[src/design/stc_pkg.sv]
package stc_pkg;

   // Register indices; the bus byte address is four times the index
   localparam logic [9:0]  IDX_FLAG      = 10'h00c;
   localparam logic [9:0]  IDX_LOW       = 10'h00e;
   localparam logic [9:0]  IDX_HIGH      = 10'h00f;
   localparam logic [9:0]  IDX_CTRL      = 10'h010;
   localparam logic [9:0]  IDX_ENABLE    = 10'h08c;

   // Control field positions
   localparam int          CTRL_ON_BIT   = 0;
   localparam int          CTRL_CS_BIT   = 1;
   localparam int          CTRL_SYNC_BIT = 2;
   localparam int          CTRL_OSC_BIT  = 3;
   localparam int          CTRL_PS_LSB   = 4;
   localparam int          FLAG_BIT      = 0;
   localparam int          ENABLE_BIT    = 0;

   // Reset values and masks
   localparam logic [7:0]  CTRL_RESET    = 8'h00;
   localparam logic [7:0]  CTRL_WMASK    = 8'h3f;
   localparam logic [15:0] COUNT_RESET   = 16'h0000;
   localparam logic [15:0] COUNT_MAX     = 16'hffff;

   // Oscillator periods per instruction cycle
   localparam int          OSC_PER_INSTR = 4;
   localparam logic [1:0]  PHASE_STEP    = 2'h1;

endpackage

[src/design/stc_timer.sv]
// Operation
// - 16-bit up count, wraps ffff to 0000
// - Software reads and writes both count bytes
// - Wrap latches overflow flag bit 0
// - Interrupt request only when enable bit set
// - Control bit 1 picks internal or external
// - Control bit 0 runs or holds count
// - Bits 5:4 pick prescale 1,2,4,8
// - Bit 3 enables the low-power oscillator
// - Oscillator enabled forces both pins input
// - Bit 2 bypasses sync, external source only
// - Oscillator pin counted when oscillator enabled, external source only
// - Ripple prescaler; sync after its output
// - Synced mode frozen in sleep, prescaler runs
// - Unsynced mode runs in sleep, can wake
// - Unsynced count not a capture time base
// - Timer mode counts each instruction cycle
// - Capture/compare reset input clears count
// - Control bits 7:6 read as zero
// - Count byte write clears the prescaler
// - Software write beats capture/compare reset
// - Control resets to 00, count to 0000
//
// The AHB-Lite interface to the registers was chosen for this implementation.
module stc_timer
   import stc_pkg::*;
(
   input  wire logic        core_clk_in,
   input  wire logic        rst_in,
   input  wire logic        hsel_in,
   input  wire logic [31:0] haddr_in,
   input  wire logic [1:0]  htrans_in,
   input  wire logic        hwrite_in,
   input  wire logic [2:0]  hsize_in,
   input  wire logic [31:0] hwdata_in,
   input  wire logic        hready_in,
   output logic [31:0]      hrdata_out,
   output logic             hreadyout_out,
   output logic             hresp_out,
   input  wire logic        ext_clock_pin_in,
   input  wire logic        osc_input_pin_in,
   input  wire logic        sleep_in,
   input  wire logic        cc_reset_in,
   output logic [15:0]      count_out,
   output logic             time_base_valid_out,
   output logic             timer_irq_out,
   output logic             osc_enable_out,
   output logic             osc_pins_input_out
);

   typedef struct packed {
      logic        ext_s1;
      logic        ext_s2;
      logic        osc_s1;
      logic        osc_s2;
      logic [1:0]  phase;
      logic        samp;
      logic        samp_prev;
      logic        byp_prev;
      logic [7:0]  ctrl;
      logic [15:0] count;
      logic        flag;
      logic        irq_en;
      logic        irq;
      logic        tb_valid;
      logic        wr_pend;
      logic [9:0]  wr_idx;
      logic [31:0] rdata;
   } stc_state_t;

   localparam stc_state_t STATE_RESET = '{
      ctrl:     CTRL_RESET,
      count:    COUNT_RESET,
      tb_valid: 1'b1,
      default:  '0
   };

   stc_state_t s;
   stc_state_t next_s;

   logic       src_level;
   logic       pre_tap;
   logic       tick_sync;
   logic       tick_byp;
   logic       tick;
   logic       inc;
   logic       ovf;
   logic       wr_low;
   logic       wr_high;
   logic       wr_cnt;
   logic       addr_ok;
   logic [9:0] addr_idx;

   function automatic logic [9:0] reg_index(input logic [31:0] addr);
      reg_index = addr[11:2];
   endfunction

   function automatic logic [31:0] read_value(input logic [9:0] idx, input stc_state_t st);
      read_value = 32'h0;
      case (idx)
         IDX_LOW:    read_value = {24'h0, st.count[7:0]};
         IDX_HIGH:   read_value = {24'h0, st.count[15:8]};
         IDX_CTRL:   read_value = {24'h0, st.ctrl & CTRL_WMASK};
         IDX_FLAG:   read_value = {31'h0, st.flag};
         IDX_ENABLE: read_value = {31'h0, st.irq_en};
         default:    read_value = 32'h0;
      endcase
   endfunction

   // Oscillator pin replaces the clock pin when the oscillator runs
   assign src_level = s.ctrl[CTRL_CS_BIT]
                    ? (s.ctrl[CTRL_OSC_BIT] ? s.osc_s2 : s.ext_s2)
                    : s.phase[1];

   assign wr_low  = s.wr_pend && (s.wr_idx == IDX_LOW);
   assign wr_high = s.wr_pend && (s.wr_idx == IDX_HIGH);
   assign wr_cnt  = wr_low || wr_high;

   // Divider sits ahead of synchronisation, as the ripple stage does
   stc_prescaler u_prescaler (
      .clk_in    (core_clk_in),
      .rst_in    (rst_in),
      .level_in  (src_level),
      .clear_in  (wr_cnt),
      .select_in (s.ctrl[CTRL_PS_LSB +: 2]),
      .tap_out   (pre_tap)
   );

   assign tick_sync = s.samp && !s.samp_prev;
   assign tick_byp  = pre_tap && !s.byp_prev;

   // Sync bit only matters with the external source
   always_comb begin
      if (s.ctrl[CTRL_CS_BIT] && s.ctrl[CTRL_SYNC_BIT]) begin
         tick = tick_byp;
      end else begin
         tick = tick_sync && !sleep_in;
      end
   end

   assign inc      = tick && s.ctrl[CTRL_ON_BIT];
   assign ovf      = inc && (s.count == COUNT_MAX) && !wr_cnt && !cc_reset_in;
   assign addr_ok  = hsel_in && htrans_in[1] && hready_in;
   assign addr_idx = reg_index(haddr_in);

   always_comb begin
      next_s = s;

      // Pin synchronisers, first stage feeds the second only
      next_s.ext_s1 = ext_clock_pin_in;
      next_s.ext_s2 = s.ext_s1;
      next_s.osc_s1 = osc_input_pin_in;
      next_s.osc_s2 = s.osc_s1;

      // Instruction phases stop with the core clock in sleep
      if (!sleep_in) begin
         next_s.phase = 2'(s.phase + PHASE_STEP);
      end

      // Sample on the second and fourth phase
      if (s.phase[0]) begin
         next_s.samp = pre_tap;
      end
      next_s.samp_prev = s.samp;
      next_s.byp_prev  = pre_tap;

      // Bus address phase
      next_s.wr_pend = addr_ok && hwrite_in;
      next_s.wr_idx  = addr_idx;
      next_s.rdata   = (addr_ok && !hwrite_in) ? read_value(addr_idx, s) : 32'h0;

      // Count: write beats reset, reset beats increment
      if (wr_cnt) begin
         if (wr_low) begin
            next_s.count[7:0] = hwdata_in[7:0];
         end
         if (wr_high) begin
            next_s.count[15:8] = hwdata_in[7:0];
         end
      end else if (cc_reset_in) begin
         next_s.count = COUNT_RESET;
      end else if (inc) begin
         next_s.count = 16'(s.count + 16'h1);
      end

      if (s.wr_pend && (s.wr_idx == IDX_CTRL)) begin
         next_s.ctrl = hwdata_in[7:0] & CTRL_WMASK;
      end
      if (s.wr_pend && (s.wr_idx == IDX_ENABLE)) begin
         next_s.irq_en = hwdata_in[ENABLE_BIT];
      end

      // Set wins over a clear in the same cycle
      if (s.wr_pend && (s.wr_idx == IDX_FLAG)) begin
         next_s.flag = hwdata_in[FLAG_BIT];
      end
      if (ovf) begin
         next_s.flag = 1'b1;
      end

      next_s.irq      = next_s.flag && next_s.irq_en;
      next_s.tb_valid = !(next_s.ctrl[CTRL_CS_BIT] && next_s.ctrl[CTRL_SYNC_BIT]);
   end

   // Count resets with the power-on reset and clears on the capture/compare reset
   always_ff @(posedge core_clk_in or posedge rst_in) begin
      if (rst_in) begin
         s <= STATE_RESET;
      end else begin
         s <= next_s;
      end
   end

   assign hrdata_out          = s.rdata;
   assign hreadyout_out       = 1'b1;
   assign hresp_out           = 1'b0;
   assign count_out           = s.count;
   assign time_base_valid_out = s.tb_valid;
   assign timer_irq_out       = s.irq;
   assign osc_enable_out      = s.ctrl[CTRL_OSC_BIT];
   assign osc_pins_input_out  = s.ctrl[CTRL_OSC_BIT];
endmodule

[src/design/stc_prescaler.sv]
module stc_prescaler
   import stc_pkg::*;
(
   input  wire logic       clk_in,
   input  wire logic       rst_in,
   input  wire logic       level_in,
   input  wire logic       clear_in,
   input  wire logic [1:0] select_in,
   output logic            tap_out
);

   typedef struct packed {
      logic       prev;
      logic [2:0] ripple;
   } stc_pre_state_t;

   stc_pre_state_t s;
   stc_pre_state_t next_s;

   always_comb begin
      next_s      = s;
      next_s.prev = level_in;
      if (clear_in) begin
         next_s.ripple = 3'h0;
      end else if (level_in && !s.prev) begin
         next_s.ripple = 3'(s.ripple + 3'h1);
      end
   end

   always_ff @(posedge clk_in or posedge rst_in) begin
      if (rst_in) begin
         s <= '0;
      end else begin
         s <= next_s;
      end
   end

   // Divided taps are symmetrical square waves of the source
   always_comb begin
      case (select_in)
         2'h0:    tap_out = level_in;
         2'h1:    tap_out = s.ripple[0];
         2'h2:    tap_out = s.ripple[1];
         2'h3:    tap_out = s.ripple[2];
         default: tap_out = level_in;
      endcase
   end

endmodule

[config.mk]
export PLATFORM = sky130hd
export DESIGN_NAME = stc_timer
export DESIGN_NICKNAME = d
export VERILOG_FILES = /design/src/design/stc_pkg.sv /design/src/design/stc_timer.sv /design/src/design/stc_prescaler.sv
export SDC_FILE = /design/constraint.sdc
export NUM_CORES = 1
export LEC_CHECK = 0
export ABC_CLOCK_PERIOD_IN_PS = 3100
export BUFFER_PORTS_ARGS = -buffer_cell sky130_fd_sc_hd__buf_2
export CAP_MARGIN = 20
export CORE_MARGIN = 2
export CORE_UTILIZATION = 52
export CTS_BUF_LIST = sky130_fd_sc_hd__clkbuf_4 sky130_fd_sc_hd__clkbuf_8 sky130_fd_sc_hd__clkbuf_16
export CTS_CLUSTER_DIAMETER = 60
export DETAILED_ROUTE_END_ITERATION = 8
export GPL_ROUTABILITY_DRIVEN = 0
export GPL_TIMING_DRIVEN = 0
export PLACE_DENSITY = 0.85
export SLEW_MARGIN = 20
export SYNTH_ARGS = -nofsm -noshare
export SYNTH_HDL_FRONTEND = slang
export SYNTH_SLANG_ARGS = --single-unit
[constraint.sdc]
create_clock -name core_clk_in -period 3.1 [get_ports core_clk_in]
set_clock_uncertainty 0.1 [all_clocks]
set_input_delay 0.31 -clock core_clk_in [delete_from_list [all_inputs] [get_ports core_clk_in]]
set_output_delay 0.31 -clock core_clk_in [all_outputs]
set_load 0.01 [all_outputs]
==> run_results.csv, run 1 <==
group,metric,value,unit
layout,drive_gt1_share,34.57,%
sta,setup_viol,0,
routing,firstDrtPassIters,9,
global_route,grt_use_total,25.02,%
global_route,use_met3,5.467,%
clocking,cts_buffers,9,
synth,post-synth-top-count-cell,"dfrtp_1",
die,core-area,5956,sq um
global_route,grt_overflow_total,0,
outcome,violations,"negative hold slack",
global_route,antenna_found_initial,0,
critical_path,worst_setup_path_end_kind,"register",
die,rows,28,
clocking,htree_levels,3,
sta,maxSlewViolCount,0,
power_and_ir_drop,switching_share,29.17,%
global_route,grt_pass1_wl,13570,um
outcome,status,"finished, violations left",
synth,synth_flop_cell,"dfrtp_1",
die,start_util,54.22,%
power_and_ir_drop,p_per_area,466.3,nW/um^2
sta,worstMarginPinSlew,1.035,ns
die,die-width,82.81,um
routing,ant_nets,0,
sta,fin_hold_ws,-0.03064,ns
synth,synthCells,329,
sta,rsz0062_at_grt,"false",
routing,wl,8376,um
die,die-height,82.81,um
layout,area_growth,22.12,%
worst_hold_path,hold_path_class,"in -> async",
synth,yosysUniqueCellTypes,58,
clocking,cts-root-buf,"clkbuf_8",
synth,netlist.top_cell.by_area,"dfrtp_1",
synth,avgSynthCellArea,9.816,sq um
power_and_ir_drop,comb_power_share,17.6,%
synth,synth_common_cells,"dfrtp_1 (57), buf_4 (53), nor2_1 (27), nand2_1 (23), a21oi_1 (20)",
routing,routed-via-count,2974,
global_route,grt_start_max_net_pins,59,
sta,fin_setup_tns,0,ns
synth,synth-edff-count,0,
clocking,clock_path_buffers,2,
synth,synth_warnings,0,
sta,min_period_over_period,90.40,%
placement,hpwl,5817,um
sta,period_needed,2.802,ns
die,die_area,6857,sq um
critical_path,critPathSlowestCell,"nor3_1",
routing,drt-vias-per-instance,5.877,
synth,synth_seq_cells,58,
synth,synth_top_area_share,44.17,%
layout,fin_nets,508,
global_route,use_met2,40.32,%
global_route,busiest_layer,"met2",
clocking,cts.clk_slew.worst_paths,0.07,ns
placement,portBuffers,55,
layout,stdcell_count,506,
critical_path,startpoint_type,"primary input",
job,cap_violations,0,
critical_path,max_stage_delay,0.81,ns
sta,hold_viol,39,
synth,synth-async-reset-ratio,100.0,%
synth,synth_area_leaders,"dfrtp_1 (44%), buf_4 (12%), nor2_1 (3.1%), a21oi_1 (3.1%), mux2_2 (2.8%)",
placement,dp.cells,483,
power_and_ir_drop,vdd.ir_drop.worst,481.3,uV
synth,mappedNetlistArea,3229,sq um
synth,ys_seq_area_share,44.98,%
critical_path,cp_num_buf_inv,2,
critical_path,critical_path_class,"in -> reg",
critical_path,crit_arrival,2.97,ns
critical_path,critPathTopFamily,"simple AND/OR/NAND/NOR gates",
routing,wl_per_cell,16.55,um
critical_path,critPathRequiredTime,3.27,ns
power_and_ir_drop,clock_power_share,32.6,%
global_route,first_global_vias,2780,
critical_path,path_cells,"dlygate4sd3_1 > buf_2 > nor4_1 > nand4b_1 > nor3_1 > o21ai_1 > a21oi_1",
power_and_ir_drop,p_switching,0.5363,mW
sta,max_freq,356.8,MHz
clocking,hold_buffers,9,
power_and_ir_drop,p_int,1.303,mW
clocking,post_cts_resized,0,
power_and_ir_drop,p_seq_share,49.7,%
power_and_ir_drop,leakage,1.907,nW
global_route,use_met1,31.66,%
clocking,clkLatencyLatePin,0.35,ns
die,pin_count,132,
clocking,cts_setup_buffers,0,
critical_path,crit_path_max_fanout,8,
layout,antennaDiodeCount,0,
routing,drc,0,
routing,drtIter0Drc,625,
clocking,cts_tree,"yes",
sta,slew_headroom,30.47,%
clocking,clock_sinks,58,
cell usage in the layout, fill, tap and decap left out, types with 3 or more instances in the layout:
cell / instances
mux2i_1: 6
nand4_1: 4
o21a_1: 3
a31oi_1: 5
nor4_1: 3
nand2b_1: 3
nor2_1: 27
a22oi_1: 4
a2bb2oi_1: 3
dfrtp_1: 57
nand3_1: 16
o21ai_0: 17
mux2_2: 8
a222oi_1: 6
and2_1: 4
conb_1: 26
buf_4: 53
nor3_1: 7
clkbuf_1: 4
dlygate4sd3_1: 9
nand2_1: 23
xnor2_1: 3
buf_2: 56
a21oi_1: 20
and3_1: 4
o221a_2: 3
inv_1: 3
clkbuf_8: 10
state kept, by name, summed over array words and instances (netlist names):
signal	count
hrdata_out	8
next_s	3
s	24
osc_enable_out	1
timer_irq_out	1
time_base_valid_out	1
u_prescaler.s	4
count_out	16
metrics by stage:
| stage | worst slack [ns] | utilization (%) | area (sq um) | total power, mW | hold WS (ns) |
|---|---|---|---|---|---|
| 3_5_place_dp | 0.5648 | 61.97 | 3691 | 1.237 | 0.2358 |
| 3_3_place_gp | 0.6534 | 61.93 | 3689 | 1.217 | 0.2327 |
| 4_1_cts | 0.4987 | 66.22 | 3944 | 1.830 | 0.004120 |
| 5_1_grt | 0.1912 | 66.22 | 3944 | 1.927 | 0.02254 |
| 2_1_floorplan | 1.018 | - | 3319 | 1.135 | 0.2312 |
| 6_report | 0.2977 | 66.22 | 3944 | 1.839 | -0.03064 |
worst reg2reg max path: stages (launching register included):
cell and delay [ns]:
dfrtp_1 0.43, or4_4 0.57, nor4_4 0.52, nor2_4 0.16
a21oi_1 0.53, o221a_2 0.28
final timing paths:
check	cells after the start	endpoint	from	slack, ns
setup / recovery	7	hrdata_out[0]	haddr_in[7]	0.30
hold / removal	2	u_prescaler.s[0]	rst_in	-0.03
setup reg to reg	5	count_out[13]	s[36]	0.45
hold reg to reg	0	s[76]	next_s[76]	0.25
max in group asynchronous	2	s[74]	rst_in	2.45
min in group core_clk_in	1	s[39]	haddr_in[9]	0.02
final cells by class:
class / count / area, sq um
Clock inverter: 3 / 17.52
Fill cell: 510 / 2012
Timing Repair Buffer: 64 / 365.4
Buffer: 60 / 434.2
Clock buffer: 11 / 145.1
Sequential cell: 58 / 1453
Tap cell: 75 / 93.84
Multi-Input combinational cell: 231 / 1418
Inverter: 4 / 17.52
cells by family after synthesis:
| family | Yosys count | synth area share (%) |
|---|---|---|
| simple gates | 110 | 18.40 |
| compound gates | 75 | 15.96 |
| buf+inv | 64 | 13.91 |
| flops | 58 | 44.98 |
| mux | 14 | 4.650 |
| xor+xnor | 4 | 1.085 |
| fa+ha+maj | 2 | 0.7748 |
| other cells | 2 | 0.2326 |
routing by layer:
layer	up-vias	routed length, um
met5	-	0
met4	0	320
met3	47	855
met2	225	4010
met1	1383	3190
li1	1319	-
power by group through the flow:
stage	Combinational [mW]	Clock, mW	Sequential (mW)
floorplan	0.232	0	0.903
global placement	0.297	0	0.920
detailed placement	0.312	0	0.925
CTS	0.323	0.595	0.912
global route	0.363	0.639	0.925
finish	0.324	0.600	0.914
Note: power is estimated with default switching activity, not from simulation.
==> inputs of run 2 (changes only) <==
--- a/config.mk
+++ b/config.mk
@@ -16,6 +16,7 @@
 export GPL_ROUTABILITY_DRIVEN = 0
 export GPL_TIMING_DRIVEN = 0
 export PLACE_DENSITY = 0.85
+export REMOVE_ABC_BUFFERS = 1
 export SLEW_MARGIN = 20
 export SYNTH_ARGS = -nofsm -noshare
 export SYNTH_HDL_FRONTEND = slang
==> run_results.csv, run 2 (synthesis results as in run 1) <==
group,metric,value,unit
outcome,status,"finished, violations left",
outcome,violations,"negative hold slack",
power_and_ir_drop,p_per_area,533.4,nW/um^2
sta,max_freq,344.5,MHz
power_and_ir_drop,comb_power_share,14.9,%
critical_path,max_stage_delay,0.80,ns
layout,drive_gt1_share,25.34,%
power_and_ir_drop,leakage,1.616,nW
critical_path,critical_path_class,"in -> reg",
layout,fin_nets,447,
clocking,clkLatencyLatePin,0.34,ns
routing,firstDrtPassIters,7,
global_route,antenna_found_initial,0,
global_route,grt_pass1_wl,12890,um
clocking,clock_path_buffers,2,
layout,area_growth,9.299,%
sta,period_needed,2.903,ns
sta,rsz0062_at_grt,"false",
critical_path,crit_arrival,3.04,ns
sta,fin_hold_ws,-0.007094,ns
routing,wl_per_cell,17.75,um
sta,setup_viol,0,
layout,mostFrequentLayoutCell,"dfrtp_1",
worst_hold_path,hold_path_class,"in -> async",
power_and_ir_drop,p_switching,0.5226,mW
die,die-width,82.81,um
critical_path,path_cells,"dlygate4sd3_1 > buf_2 > nor4_1 > nand4b_1 > nor3_1 > o21ai_1 > a21oi_1",
global_route,first_global_vias,2538,
routing,ant_nets,0,
critical_path,crit_path_max_fanout,8,
layout,antennaDiodeCount,0,
global_route,grt_start_max_net_pins,59,
clocking,cts_tree,"yes",
power_and_ir_drop,p_int,1.360,mW
sta,maxSlewViolCount,0,
die,rows,28,
die,die_area,6857,sq um
critical_path,worst_setup_path_end_kind,"register",
sta,min_period_over_period,93.64,%
critical_path,startpoint_type,"primary input",
sta,fin_setup_tns,0,ns
layout,largest_register_ffs,24,
routing,drtIter0Drc,433,
clocking,clock_sinks,58,
clocking,htree_levels,3,
global_route,grt_overflow_total,0,
job,cap_violations,0,
critical_path,critPathRequiredTime,3.24,ns
sta,hold_viol,10,
clocking,cts_buffers,9,
routing,wl,7916,um
layout,regMostFlops,"s",
die,die-height,82.81,um
die,core-area,5956,sq um
power_and_ir_drop,switching_share,27.76,%
die,pin_count,132,
sta,worstMarginPinSlew,1.021,ns
placement,portBuffers,55,
clocking,cts.clk_slew.worst_paths,0.06,ns
routing,routed-via-count,2709,
routing,drt-vias-per-instance,6.074,
global_route,grt_use_total,23.66,%
power_and_ir_drop,vdd.ir_drop.worst,417.5,uV
power_and_ir_drop,clock_power_share,36.7,%
placement,hpwl,5420,um
clocking,cts-root-buf,"clkbuf_8",
critical_path,critPathSlowestCell,"nor3_1",
power_and_ir_drop,p_seq_share,48.5,%
die,start_util,54.22,%
routing,drc,0,
sta,slew_headroom,31.44,%
layout,layout_common_cells,"dfrtp_1 (57), buf_2 (55), nor2_1 (27), conb_1 (26), nand2_1 (23)",
[run 2: power by group through the flow]
stage	clock [mW]	combinational [mW]	sequential [mW]
2_1_floorplan	0	0.182	0.909
3_3_place_gp	0	0.253	0.917
3_5_place_dp	0	0.267	0.923
4_1_cts	0.696	0.275	0.910
5_1_grt	0.734	0.307	0.922
6_report	0.691	0.280	0.912
[run 2: path summary, 6_finish.rpt]
| kind | start | to | slack [ns] | cells after the start |
|---|---|---|---|---|
| hold reg to reg | next_s[78] | s[78] | 0.25 | 0 |
| setup reg to reg | s[38] | count_out[0] | 0.44 | 5 |
| setup / recovery | haddr_in[7] | hrdata_out[0] | 0.20 | 7 |
| hold / removal | rst_in | hrdata_out[3] | -0.007 | 2 |
| min in group core_clk_in | haddr_in[4] | s[34] | 0.02 | 1 |
| max in group asynchronous | rst_in | s[37] | 2.45 | 2 |
[run 2: what timing repair did]
| item | in CTS | in global routing |
|---|---|---|
| hold buffers | 6 | 2 |
| buffers inserted | 0 | 0 |
| hold endpoints to repair | 6 | 2 |
| gates resized for setup | 0 | 0 |
[run 2: stage by stage]
stage	total power [mW]	instances	area, sq um	worst slack, ns	util [%]
2_1_floorplan	1.091	293	2885	0.9600	-
3_3_place_gp	1.170	423	3254	0.5299	54.64
3_5_place_dp	1.189	423	3257	0.4833	54.68
4_1_cts	1.881	444	3510	0.2985	58.93
5_1_grt	1.963	446	3530	0.04460	59.26
6_report	1.883	446	3530	0.1973	59.26
[run 2: layout make-up]
cell class	count	area (sq um)
Clock buffer	12	152.6
Clock inverter	3	40.04
Fill cell	517	2426
Inverter	4	17.52
Multi-Input combinational cell	231	1418
Sequential cell	58	1453
Tap cell	75	93.84
Timing Repair Buffer	63	355.3
[run 2: metal layers]
layer  wire length [um]  vias to the layer above  global-route usage [%]  share of wire (%)
li1                   -                     1191                       -                  -
met1               3185                     1312                   31.12                 40
met3                804                       21                   7.555                 10
met5                  0                        -                       0                  0
met2               3761                      185                   37.68                 48
met4                165                        0                   6.855                2.1
[run 2: critical path: cells and delay by family]
family / cells / cell delay (ns)
compound gates: 2 / 0.78
buf+inv: 2 / 0.67
simple gates: 3 / 1.28
==> inputs of run 3 (changes only) <==
--- a/config.mk
+++ b/config.mk
@@ -5,17 +5,19 @@
 export SDC_FILE = /design/constraint.sdc
 export NUM_CORES = 1
 export LEC_CHECK = 0
+export ABC_AREA = 1
 export ABC_CLOCK_PERIOD_IN_PS = 3100
 export BUFFER_PORTS_ARGS = -buffer_cell sky130_fd_sc_hd__buf_2
 export CAP_MARGIN = 20
 export CORE_MARGIN = 2
-export CORE_UTILIZATION = 52
+export CORE_UTILIZATION = 54
 export CTS_BUF_LIST = sky130_fd_sc_hd__clkbuf_4 sky130_fd_sc_hd__clkbuf_8 sky130_fd_sc_hd__clkbuf_16
 export CTS_CLUSTER_DIAMETER = 60
 export DETAILED_ROUTE_END_ITERATION = 8
 export GPL_ROUTABILITY_DRIVEN = 0
 export GPL_TIMING_DRIVEN = 0
-export PLACE_DENSITY = 0.85
+export MAX_ROUTING_LAYER = met4
+export PLACE_DENSITY_LB_ADDON = 0.05
 export REMOVE_ABC_BUFFERS = 1
 export SLEW_MARGIN = 20
 export SYNTH_ARGS = -nofsm -noshare
==> run_results.csv, run 3 <==
group,metric,value,unit
die,die-height,86.65,um
global_route,first_global_vias,2710,
synth,synth_top_family_by_area,"simple AND/OR/NAND/NOR gates",
sta,period_needed,2.036,ns
synth,synth_flop_cell,"dfrtp_1",
layout,drive_gt1_share,23.79,%
synth,yosysUniqueCellTypes,39,
layout,regArea,1453,sq um
synth,synth_top_area_share,38.67,%
outcome,status,"finished clean",
routing,drc,0,
clocking,cts.clk_slew.worst_paths,0.07,ns
synth,synth_warnings,0,
placement,hpwl,6181,um
synth,mappedNetlistArea,3689,sq um
sta,maxSlewViolCount,0,
sta,min_period_over_period,65.68,%
routing,wl_per_cell,13.38,um
critical_path,critPathSlowestCell,"dlygate4sd3_1",
clocking,cts_tree,"yes",
critical_path,crit_arrival,2.21,ns
worst_hold_path,hold_path_class,"in -> reg",
synth,post-synth-top-count-cell,"nand2_1",
die,pin_count,132,
power_and_ir_drop,vdd.ir_drop.worst,354.6,uV
power_and_ir_drop,leakage,2.190,nW
clocking,cts_setup_buffers,0,
sta,worstMarginPinSlew,0.6779,ns
layout,final.fill_count,653,
synth,synth-edff-count,0,
layout,layout_common_cells,"nand2_1 (116), dfrtp_1 (57), buf_2 (55), inv_1 (50), nor2_1 (40)",
critical_path,crit_path_frequent_cell,"nor2_1",
clocking,clock_sinks,58,
routing,drtIter0Drc,138,
synth,synthMuxAreaShare,0.2714,%
critical_path,critPathRequiredTime,3.27,ns
synth,synth-async-reset-ratio,100.0,%
synth,synth_common_cells,"nand2_1 (116), dfrtp_1 (57), buf_4 (51), inv_1 (51), nor2_1 (40)",
synth,ys_seq_area_share,39.38,%
die,rows,30,
die,core-area,6719,sq um
routing,wl,7988,um
synth,synth-simple-area-share,35.65,%
sta,fin_hold_ws,0.03177,ns
critical_path,startpoint_type,"primary input",
critical_path,crit_path_max_fanout,8,
critical_path,critical_path_class,"in -> reg",
layout,antennaDiodeCount,0,
die,die_area,7507,sq um
global_route,grt_pass1_wl,13320,um
sta,max_freq,491.2,MHz
power_and_ir_drop,p_per_area,493.5,nW/um^2
clocking,clkLatencyLatePin,0.35,ns
die,start_util,54.90,%
placement,portBuffers,55,
layout,mostFrequentLayoutCell,"nand2_1",
global_route,grt_start_max_net_pins,59,
critical_path,critPathTopFamily,"simple AND/OR/NAND/NOR gates",
synth,netlist.top_cell.by_area,"dfrtp_1",
routing,ant_nets,0,
routing,routed-via-count,2987,
synth,synth_xor_area_share,1.900,%
clocking,cts_buffers,9,
routing,firstDrtPassIters,4,
synth,synthCells,463,
layout,area_growth,10.89,%
sta,rsz0062_at_grt,"false",
clocking,clock_path_buffers,2,
synth,synth_seq_cells,58,
die,die-width,86.65,um
global_route,grt_use_total,23.95,%
global_route,antenna_found_initial,0,
critical_path,max_stage_delay,0.54,ns
job,cap_violations,0,
synth,synth_area_leaders,"dfrtp_1 (39%), nand2_1 (12%), buf_4 (10%), inv_1 (5.2%), nand3_1 (5.0%)",
clocking,hold_buffers,12,
clocking,post_cts_resized,0,
critical_path,worst_setup_path_end_kind,"register",
sta,slew_headroom,54.81,%
clocking,htree_levels,3,
synth,synth_compound_area_share,5.020,%
synth,avgSynthCellArea,7.967,sq um
critical_path,path_cells,"dlygate4sd3_1 > buf_2 > inv_1 > nand4_1 > nor2_1 > nor2_1 > nand2_1 > nand2_2 > nor2_1",
critical_path,cp_num_buf_inv,3,
sta,fin_setup_tns,0,ns
sta,setup_viol,0,
layout,regMostFlops,"s",
synth,synth_adder_area_share,0.6784,%
layout,fin_nets,592,
sta,hold_viol,0,
global_route,grt_overflow_total,0,
clocking,cts-root-buf,"clkbuf_8",
layout,largest_register_ffs,24,
routing,drt-vias-per-instance,5.003,
layout,multi_input_area,1703,sq um
[run 3: cells by family (layout without fill, tap and decap cells)]
family / Yosys count / count (layout)
buffers and inverters: 109 / 139
XOR/XNOR: 8 / 8
AO/OA/AOI/OAI: 31 / 31
multiplexers: 1 / 1
AND/OR/NAND/NOR: 252 / 252
flip-flops: 58 / 58
adder cells (fa/ha/maj): 2 / 2
other: 2 / 26
[run 3: final timing paths]
kind	start	endpoint	slack, ns	depth (start not counted)
worst max register to register	count_out[0]	timer_irq_out	1.24	9
worst max-delay path	haddr_in[10]	hrdata_out[0]	1.06	9
worst min-delay path	haddr_in[2]	s[32]	0.03	1
max in group asynchronous	rst_in	count_out[14]	1.93	3
worst min register to register	next_s[76]	s[76]	0.25	0
min in group asynchronous	rst_in	s[40]	0.52	3
[run 3: power breakdown]
group          switching, mW  internal [mW]
logic                  0.204          0.122
clock network          0.336          0.459
registers             0.0668          0.831
total                  0.607           1.41
[run 3: worst register-to-register path: cells and delay by family, from the launching register on]
family | cells | cell delay, ns
AO/OA/AOI/OAI | 1 | 0.11
adder cells (fa/ha/maj) | 1 | 0.25
flip-flops | 1 | 0.47
AND/OR/NAND/NOR | 7 | 0.87
[run 3: routing by layer]
layer,share of wire [%],vias up,track usage (%)
li1,-,1489,-
met4,1.9,0,8.239
met2,48,80,35.80
met3,4.4,13,5.143
met5,0,-,-
met1,46,1405,32.36
[run 3: area by class of cell]
type	count	share of cell area, %
clock buffer	9	3.028
clock inverter	7	2.508
inverter	56	5.200
multi-input combinational	320	41.63
sequential	58	35.52
tap	80	2.447
timing repair buffer	67	9.667
[run 3: metrics by stage]
| stage | total power [mW] | util (%) | instance area, sq um | cells | setup WS (ns) |
|---|---|---|---|---|---|
| floorplan | 1.130 | - | 3366 | 434 | 1.264 |
| global placement | 1.225 | 55.68 | 3741 | 569 | 0.5937 |
| detailed placement | 1.233 | 55.72 | 3744 | 569 | 1.246 |
| CTS | 2.041 | 60.88 | 4090 | 597 | 1.066 |
| global route | 2.135 | 60.88 | 4090 | 597 | 0.9164 |
| finish | 2.018 | 60.88 | 4090 | 597 | 1.064 |
